File: src/gpeio_pkg.sv
// package: register map, field layout and carrier types for the event block
package gpeio_pkg;
   localparam int         ADDR_W          = 8;
   localparam int         DATA_W          = 16;
   localparam int         PIN_N           = 5;
   localparam int         FUNC_W          = 3;
   localparam logic [2:0] FUNC_OWNER      = 3'h0;
   localparam logic [7:0] OFF_EVT_STATUS  = 8'hA8;
   localparam logic [7:0] OFF_EVT_ENABLE  = 8'hAA;
   localparam logic [7:0] OFF_PIN_INPUT   = 8'hAC;
   localparam logic [7:0] OFF_PIN_OUTPUT  = 8'hAE;
   localparam logic [15:0] EVT_WR_MASK    = 16'hC91F;
   localparam logic [15:0] PIN_WR_MASK    = 16'h001F;
   localparam logic [15:0] RST_ZERO       = 16'h0000;
   localparam int         BIT_SOCK0_VIDEO = 15;
   localparam int         BIT_SOCK1_VIDEO = 14;
   localparam int         BIT_POWER       = 11;
   localparam int         BIT_PROG_VOLT   = 8;
   localparam int         BIT_PIN_LO      = 0;

   // one configuration access
   typedef struct packed {
      logic                 rd;
      logic                 wr;
      logic [FUNC_W-1:0]    func;
      logic [ADDR_W-1:0]    addr;
      logic [1:0]           be;
      logic [DATA_W-1:0]    wdata;
   } gpeio_cfg_req_s;

   // socket-side sources of events, all from logic on mclk
   typedef struct packed {
      logic sock0_video_on;
      logic sock1_video_on;
      logic power_change;
      logic prog_volt_change;
   } gpeio_src_s;

   // per-terminal role selection from the terminal routing logic
   typedef struct packed {
      logic [PIN_N-1:0] input_role;
      logic [PIN_N-1:0] output_role;
      logic             event_route_any;
   } gpeio_route_s;
endpackage

File: src/gpeio_sync.sv
// two-stage synchroniser with change detect on the settled stage
`timescale 1ns/100ps
module gpeio_sync #(
   parameter int WIDTH = 5
) (
   input  wire logic             mclk,
   input  wire logic             reset,
   input  wire logic             clk_en,
   input  wire logic [WIDTH-1:0] async_in,
   output logic      [WIDTH-1:0] level,
   output logic      [WIDTH-1:0] changed
);
   logic [WIDTH-1:0] meta_q;
   logic [WIDTH-1:0] level_q;
   logic [WIDTH-1:0] prev_q;
   logic             primed_q;

   initial begin
      if (WIDTH < 1) $error("gpeio_sync width must be positive");
   end

   always_ff @(posedge mclk) begin
      if (reset)
      begin
         meta_q   <= '0;
         level_q  <= '0;
         prev_q   <= '0;
         primed_q <= 1'b0;
      end
      else if (clk_en)
      begin
         meta_q   <= async_in;
         level_q  <= meta_q;
         prev_q   <= level_q;
         primed_q <= 1'b1;
      end
   end

   assign level = level_q;
   // mask covers only the first cycle after reset; an input high from reset still flags one change as it reaches level_q
   assign changed = primed_q ? (level_q ^ prev_q) : '0;
endmodule // gpeio_sync

File: src/gpeio_edge.sv
// change detector for same-domain control levels
`timescale 1ns/100ps
module gpeio_edge #(
   parameter int WIDTH = 2
) (
   input  wire logic             mclk,
   input  wire logic             reset,
   input  wire logic             clk_en,
   input  wire logic [WIDTH-1:0] level,
   output logic      [WIDTH-1:0] changed
);
   logic [WIDTH-1:0] prev_q;
   logic             primed_q;

   initial begin
      if (WIDTH < 1) $error("gpeio_edge width must be positive");
   end

   always_ff @(posedge mclk) begin
      if (reset)
      begin
         prev_q   <= '0;
         primed_q <= 1'b0;
      end
      else if (clk_en)
      begin
         prev_q   <= level;
         primed_q <= 1'b1;
      end
   end

   assign changed = primed_q ? (level ^ prev_q) : '0;
endmodule // gpeio_edge

File: src/gpeio_top.sv
// general-purpose event and terminal i/o block behind configuration space
`timescale 1ns/100ps
module gpeio_top #(
   parameter int PIN_N = gpeio_pkg::PIN_N
) (
   input  wire logic                          mclk,
   input  wire logic                          reset,
   input  wire logic                          clk_en,
   input  wire gpeio_pkg::gpeio_cfg_req_s     cfg_req,
   output logic [gpeio_pkg::DATA_W-1:0]       cfg_rdata,
   output logic                               cfg_rvalid,
   output logic                               cfg_hit,
   input  wire gpeio_pkg::gpeio_src_s         src,
   input  wire gpeio_pkg::gpeio_route_s       route,
   input  wire logic [PIN_N-1:0]              multi_pin_in,
   output logic      [PIN_N-1:0]              multi_pin_out,
   output logic      [PIN_N-1:0]              multi_pin_oe,
   output logic                               general_event_out_n,
   output logic                               general_event_oe
);
   localparam int DW = gpeio_pkg::DATA_W;

   logic [DW-1:0]    status_q;
   logic [DW-1:0]    status_d;
   logic [DW-1:0]    enable_q;
   logic [PIN_N-1:0] out_level_q;
   logic [PIN_N-1:0] pin_level;
   logic [PIN_N-1:0] pin_changed;
   logic [1:0]       video_changed;
   logic [DW-1:0]    evt_raw;
   logic [DW-1:0]    wr_data;
   logic [DW-1:0]    be_mask;
   logic             sel_f0;
   logic             wr_status;
   logic             wr_enable;
   logic             wr_output;
   logic [DW-1:0]    rd_mux;
   logic             rd_known;

   initial begin
      if (PIN_N != gpeio_pkg::PIN_N)
         $error("gpeio_top serves exactly five terminals");
   end

   // terminal inputs pass two flops before change detection
   gpeio_sync #(
      .WIDTH (PIN_N)
   ) u_pin_sync (
      .mclk     (mclk),
      .reset    (reset),
      .clk_en   (clk_en),
      .async_in (multi_pin_in),
      .level    (pin_level),
      .changed  (pin_changed)
   );

   gpeio_edge #(
      .WIDTH (2)
   ) u_video_edge (
      .mclk    (mclk),
      .reset   (reset),
      .clk_en  (clk_en),
      .level   ({src.sock0_video_on, src.sock1_video_on}),
      .changed (video_changed)
   );

   // event vector in status-bit layout
   always_comb begin
      evt_raw = '0;
      evt_raw[gpeio_pkg::BIT_SOCK0_VIDEO] = video_changed[1];
      evt_raw[gpeio_pkg::BIT_SOCK1_VIDEO] = video_changed[0];
      evt_raw[gpeio_pkg::BIT_POWER]       = src.power_change;
      evt_raw[gpeio_pkg::BIT_PROG_VOLT]   = src.prog_volt_change;
      // a level change counts only on a terminal set up as an input
      evt_raw[gpeio_pkg::BIT_PIN_LO +: PIN_N] =
         pin_changed & route.input_role;
   end

   // access decode; other functions see nothing here
   assign sel_f0    = (cfg_req.func == gpeio_pkg::FUNC_OWNER);
   assign be_mask   = {{(DW/2){cfg_req.be[1]}}, {(DW/2){cfg_req.be[0]}}};
   assign wr_data   = cfg_req.wdata & be_mask;
   assign wr_status = cfg_req.wr & sel_f0 &
                      (cfg_req.addr == gpeio_pkg::OFF_EVT_STATUS);
   assign wr_enable = cfg_req.wr & sel_f0 &
                      (cfg_req.addr == gpeio_pkg::OFF_EVT_ENABLE);
   assign wr_output = cfg_req.wr & sel_f0 &
                      (cfg_req.addr == gpeio_pkg::OFF_PIN_OUTPUT);

   // set wins over a same-cycle write-one-to-clear
   always_comb begin
      status_d = status_q;
      if (wr_status)
         status_d = status_d & ~wr_data;
      status_d = (status_d | evt_raw) & gpeio_pkg::EVT_WR_MASK;
   end

   always_ff @(posedge mclk) begin
      if (reset)
         status_q <= gpeio_pkg::RST_ZERO;
      else if (clk_en)
         status_q <= status_d;
   end

   always_ff @(posedge mclk) begin
      if (reset)
         enable_q <= gpeio_pkg::RST_ZERO;
      else if (clk_en && wr_enable)
         enable_q <= (enable_q & ~(be_mask & gpeio_pkg::EVT_WR_MASK)) |
                     (wr_data & gpeio_pkg::EVT_WR_MASK);
   end

   always_ff @(posedge mclk) begin
      if (reset)
         out_level_q <= gpeio_pkg::RST_ZERO[PIN_N-1:0];
      else if (clk_en && wr_output && cfg_req.be[0])
         out_level_q <= cfg_req.wdata[PIN_N-1:0];
   end

   // read mux; reserved bits are zero by construction
   always_comb begin
      rd_mux   = '0;
      rd_known = sel_f0;
      case (cfg_req.addr)
         gpeio_pkg::OFF_EVT_STATUS: rd_mux = status_q;
         gpeio_pkg::OFF_EVT_ENABLE: rd_mux = enable_q;
         gpeio_pkg::OFF_PIN_INPUT:  rd_mux[PIN_N-1:0] = pin_level;
         gpeio_pkg::OFF_PIN_OUTPUT: rd_mux[PIN_N-1:0] = out_level_q;
         default:                   rd_known = 1'b0;
      endcase
      if (!sel_f0)
         rd_mux = '0;
   end

   always_ff @(posedge mclk) begin
      if (reset)
      begin
         cfg_rdata  <= '0;
         cfg_rvalid <= 1'b0;
         cfg_hit    <= 1'b0;
      end
      else if (clk_en)
      begin
         cfg_rvalid <= cfg_req.rd;
         cfg_hit    <= (cfg_req.rd | cfg_req.wr) & rd_known;
         cfg_rdata  <= cfg_req.rd ? rd_mux : '0;
      end
   end

   // pin drivers registered so outputs come straight from flops
   always_ff @(posedge mclk) begin
      if (reset)
      begin
         multi_pin_out <= '0;
         multi_pin_oe  <= '0;
      end
      else if (clk_en)
      begin
         multi_pin_out <= out_level_q & route.output_role;
         multi_pin_oe  <= route.output_role;
      end
   end

   // low while event_route_any is set and any enabled status bit pends; one cycle behind status
   always_ff @(posedge mclk) begin
      if (reset)
      begin
         general_event_out_n <= 1'b1;
         general_event_oe    <= 1'b0;
      end
      else if (clk_en)
      begin
         general_event_out_n <= ~(route.event_route_any &
                                  (|(status_q & enable_q)));
         general_event_oe    <= route.event_route_any;
      end
   end
endmodule // gpeio_top

File: config.mk
export PLATFORM = sky130hd
export DESIGN_NAME = gpeio_top
export DESIGN_NICKNAME = d
export VERILOG_FILES = /design/src/gpeio_pkg.sv /design/src/gpeio_sync.sv /design/src/gpeio_edge.sv /design/src/gpeio_top.sv
export SDC_FILE = /design/constraint.sdc
export NUM_CORES = 1
export LEC_CHECK = 0
export BUFFER_PORTS_ARGS = -buffer_cell sky130_fd_sc_hd__buf_2
export CORE_MARGIN = 3
export CORE_UTILIZATION = 51
export DETAILED_ROUTE_END_ITERATION = 10
export MAX_ROUTING_LAYER = met4
export PLACE_DENSITY = 0.89
export SLEW_MARGIN = 20
export SYNTH_ARGS = -nofsm -noshare
export SYNTH_HDL_FRONTEND = slang
export SYNTH_SLANG_ARGS = --single-unit
File: constraint.sdc
create_clock -name mclk -period 1.66 [get_ports mclk]
set_input_delay 0.166 -clock mclk [delete_from_list [all_inputs] [get_ports mclk]]
set_output_delay 0.166 -clock mclk [all_outputs]
set_load 0.01 [all_outputs]
After elaboration in Yosys (flattened, before gate mapping) --
Cells that the tools add are included.
Word-level totals: register bits after elaboration 78, input port bits 54, output and inout bits 30, word-level logic and storage cells 53
Operators by class: equality and inequality tests 4, muxes and demuxes 8, bitwise logic cells 20, reductions and logical operators 6
Operators with widths (number):
- $and 16x16->16 | 4
- $mux 16 | 3
- $eq 8x8->1 const B | 4
- $not 16->16 | 2
- $or 16x16->16 | 2
- $pmux 11 s2 | 1
- $pmux 5 s4 | 1
- $reduce_or 16->1 | 1
- $and 5x5->5 | 2
- $and 1x1->1 | 6
- $mux 5 | 1
- $xor 5x5->5 | 1
- $reduce_or 4->1 | 1
- $logic_and 1x1->1 | 3
- $logic_not 3->1 | 1
- $mux 2 | 1
- $xor 2x2->2 | 1
- $mux 1 | 1
- $not 1->1 | 1
- $or 1x1->1 | 1

Depth between registers and ports, before layout --
depth in word-level cells 5, depth in mapped cells 5

Cells and area by module --
A second synthesis with hierarchy kept.
Second synthesis, totals: cells, all modules 310, area, all modules 2996.6 um2
Modules (own cells, without submodules):
- gpeio_top | instances 1, cells an instance 235, area an instance 2219.6 um2, sequential area each 920.9 um2
- gpeio_sync | instances 1, cells an instance 62, area an instance 651.9 um2, sequential area each 320.3 um2
- gpeio_edge | instances 1, cells an instance 13, area an instance 125.1 um2, sequential area each 60.1 um2

Least setup slack after synthesis --
No wires, ideal clock.
path kind input to register, start point in cfg_req[22] in the netlist's numbering, end point reg status_q[11], setup time 0.148 ns, data arrival time 1.354 ns, slack 0.158 ns, stages on the path 4, buffers on the path 0, cells stage by stage nand4bb_4 -> or2_4 -> nor4_1 -> a311oi_1
Between the ends: cells in the longest elaborated chain, start to end 4
Ends and longest elaborated chain:
- start, declared | line gpeio_top.sv:9 | input wire gpeio_pkg::gpeio_cfg_req_s cfg_req,
- $eq 8x8->1 | line gpeio_top.sv:84 | (cfg_req.addr == gpeio_pkg::OFF_EVT_STATUS);
- $and 1x1->1 | line gpeio_top.sv:83 | assign wr_status = cfg_req.wr & sel_f0 &
- $mux 16 | line gpeio_top.sv:93 | if (wr_status)
- $or 16x16->16 | line gpeio_top.sv:95 | status_d = (status_d | evt_raw) & gpeio_pkg::EVT_WR_MASK;
- end signal, assigned | line gpeio_top.sv:100 | status_q <= gpeio_pkg::RST_ZERO;
- end signal, assigned | line gpeio_top.sv:102 | status_q <= status_d;
- end, declared | line gpeio_top.sv:23 | logic [DW-1:0] status_q;
No other way between the ends. A chain may end at the register's enable or synchronous reset.

==> results.tsv <==
stage	metric	value	unit
outcome	status	completed	
clock_tree	Resized cells post-CTS	0	
setup_path	Setup crit end kind	flip-flop	
pwr	worst IR drop on VDD	0.730	mV
floorplanning	row count	26	
pwr	PD cells	886	mW/mm2
yosys	Cell Area, Synth	0.00281	mm2
setup_path	Max FO, Critical Path	4	
sta	max-slew violations	0	
route	final wirelength	6320	um
final_layout	highest-count cells in the layout ignoring fill and taps	69 x buf_2, 64 x dfxtp_1, 42 x nor2_1	
global_route	Total GRT Usage	0.217	
global_route	global-route wire length before repair	10600	um
clock_tree	insertion delay to the later sink of the worst-skew pair	0.33	ns
clock_tree	clock sink total	64	
setup_path	CP required	1.88	ns
route	Final ANT Viol Nets	0	
sta	FMAX	0.772	GHz
pwr	LEAKAGE	1.50	nW
floorplanning	Die X	80.2	um
final_layout	# diodes	0	
yosys	Yosys cell types	38	
clock_tree	Worst-path clk slew	0.07	ns
clock_tree	hold buffer count at CTS	0	
sta	clock period minus worst slack	1.30	ns
global_route	initial antenna violation count	0	
global_route	largest net degree at the start of global routing	28	
setup_path	Crit Path Category	input pin to flip-flop	
yosys	number of flops mapped to enable cells by yosys	0	
min_path	hold crit path type	input pin to flip-flop	
final_layout	nets	410	
clock_tree	CTS tree	done	
yosys	sequential-to-total area share from yosys stat	0.457	
route	WL/cell	14.7	um
pwr	sw frac	0.252	
sta	setup repair after global routing missed its margin	false	
global_route	GRT overflow	0	
clock_tree	htree depth	3	
clock_tree	Max clock buf depth	2	
setup_path	internal reg-to-reg setup slack	0.41	ns
setup_path	Arrival @ worst endpoint	1.51	ns
route	vias per cell	5.34	
sta	Rel. slew slack	0.594	
yosys	most common flop cell mapped by yosys	dfxtp_1	
pwr	Comb pwr share	0.092	
sta	clk_skew	0.00794	ns
yosys	Synth Register Bits	64	
route	Residual DRC	0	
sta	final hold vios	0	
floorplanning	io pins	84	
clock_tree	Setup Buffers After CTS	0	
pwr	internal power	2.27	mW
place	Placed Cells incl. Taps	415	
min_path	Worst Hold Depth	2	
place	gp weighted congestion	0.829	
global_route	vias in the first global route	2346	
pwr	Reg power frac	0.525	
final_layout	utilization after layout	0.658	
sta	Setup violations, final	0	
floorplanning	Die Area	0.00643	mm2
clock_tree	number of buffers created by CTS	9	
setup_path	Worst setup SP type	input pin	
sta	part of the cycle the worst path needs	0.780	
floorplanning	height of the die	80.2	um
clock_tree	CTS root buffer	clkbuf_8	
route	drt pass-1 iters	4	
final_layout	fraction of layout cells with a size suffix above 1	0.310	
final_layout	Finished Layout Cells	431	
place	Port Buf Inserts	69	
yosys	Ys Warns	0	
sta	Worst-Margin Slew	0.607	ns
route	initial drt markers	136	
setup_path	R2R depth	4	
floorplanning	Core Area	0.00520	mm2
min_path	Hold EP	status_q[15]$_SDFFE_PP0P_	
flow_run	max cap viols	0	
final_layout	commonest non-fill, non-tap cell in the layout	buf_2	
sta	Setup TNS Final	0	ns
yosys	FFs w/ async S/R, synth	0	
place	DPL Wire Length	4780	um
floorplanning	Starting Density	0.539	
pwr	NetSw	764	uW
route	via count	2301	
final_layout	Synth-to-Final Area Change	22.1	%
min_path	min-delay src	cfg_req[15]	
yosys	synthesized instance count	277	
yosys	Avg Cell Area, Syn	10.1	um2
pwr	clock power share	0.383	
setup_path	Crit Reg-Reg Endpoint	general_event_out_n$_SDFFE_PP1P_	
layout make-up:
type / instances / area, um2
clock buffer: 11 / 141
clock inverter: 5 / 32.5
fill: 417 / 1780
inverter: 5 / 18.8
multi-input combinational: 193 / 1410
sequential: 64 / 1280
tap: 70 / 87.6
timing repair buffer: 83 / 450
Yosys cell counts, types with 2 or more instances:
| cell type | count | area [um2] |
|---|---|---|
| clkbuf_1 | 5 | 18.8 |
| or2_2 | 2 | 12.5 |
| nand3_1 | 12 | 60.1 |
| inv_1 | 5 | 18.8 |
| nor4_4 | 3 | 63.8 |
| buf_4 | 7 | 52.6 |
| or4b_4 | 2 | 27.5 |
| buf_1 | 6 | 22.5 |
| nand2_1 | 17 | 63.8 |
| dfxtp_1 | 64 | 1280 |
| buf_2 | 2 | 10.0 |
| a31oi_1 | 7 | 43.8 |
| mux4_2 | 2 | 45.0 |
| nor2_1 | 42 | 158 |
| o21ai_1 | 9 | 45.0 |
| nand2b_1 | 6 | 37.5 |
| xor2_1 | 7 | 61.3 |
| a311oi_1 | 8 | 70.1 |
| mux4_1 | 3 | 78.8 |
| mux2i_1 | 41 | 410 |
| a21oi_1 | 10 | 50.1 |
worst max-delay path by stage:
stage	to	startpoint	slack, ns
2_1_floorplan	status_q[11]$_SDFFE_PP0P_	cfg_req[22]	0.16
3_3_place_gp	flip-flop	cfg_req[18]	0.07
3_5_place_dp	out_level_q[0]$_SDFFE_PP0P_	cfg_req[18]	0.02
4_1_cts	out_level_q[0]$_SDFFE_PP0P_	cfg_req[18]	0.37
5_1_grt	flip-flop	cfg_req[18]	0.34
6_report	flip-flop	cfg_req[18]	0.36
stage by stage:
step	area (um2)	setup WS (ns)	hold slack (ns)	total power [mW]
2_1_floorplan	2830	0.158	0.263	1.80
3_3_place_gp	3250	0.0689	0.374	1.89
3_5_place_dp	3250	0.0193	0.375	1.91
4_1_cts	3430	0.374	0.0169	3.06
5_1_grt	3430	0.339	0.0280	3.15
6_report	3430	0.365	0.0286	3.03
cell families (layout without fill, tap and decap cells):
logic type | Yosys count | after routing | synth area share
XOR/XNOR | 7 | 7 | 0.0218
AND/OR/NAND/NOR | 93 | 93 | 0.189
flip-flops | 64 | 64 | 0.457
buffers and inverters | 26 | 104 | 0.0477
multiplexers | 46 | 46 | 0.190
other | 1 | 7 | 0.00134
AO/OA/AOI/OAI | 40 | 40 | 0.0927
worst max-delay path, cell delays in order:
cell and delay, ns:
buf_2 0.11, or4_4 0.58, nor4_4 0.22, buf_4 0.18, mux2i_1 0.19, nor2_1 0.06
power groups by stage:
stage          sequential [mW]  combinational [mW]  clock (mW)
5_1_grt                   1.60               0.307        1.24
2_1_floorplan             1.63               0.170           0
4_1_cts                   1.59               0.278        1.18
6_report                  1.59               0.278        1.16
3_3_place_gp              1.63               0.267           0
3_5_place_dp              1.63               0.277           0
metal layers:
metal | share of wire | global-route usage | vias up | wire length (um)
met5 | 0 | - | - | 0
met4 | 0.018 | 0.0912 | 0 | 112
met3 | 0.056 | 0.0493 | 11 | 357
met2 | 0.49 | 0.357 | 69 | 3080
met1 | 0.44 | 0.255 | 1087 | 2770
li1 | - | - | 1134 | -
No activity file was read; power rests on OpenSTA's default activity.
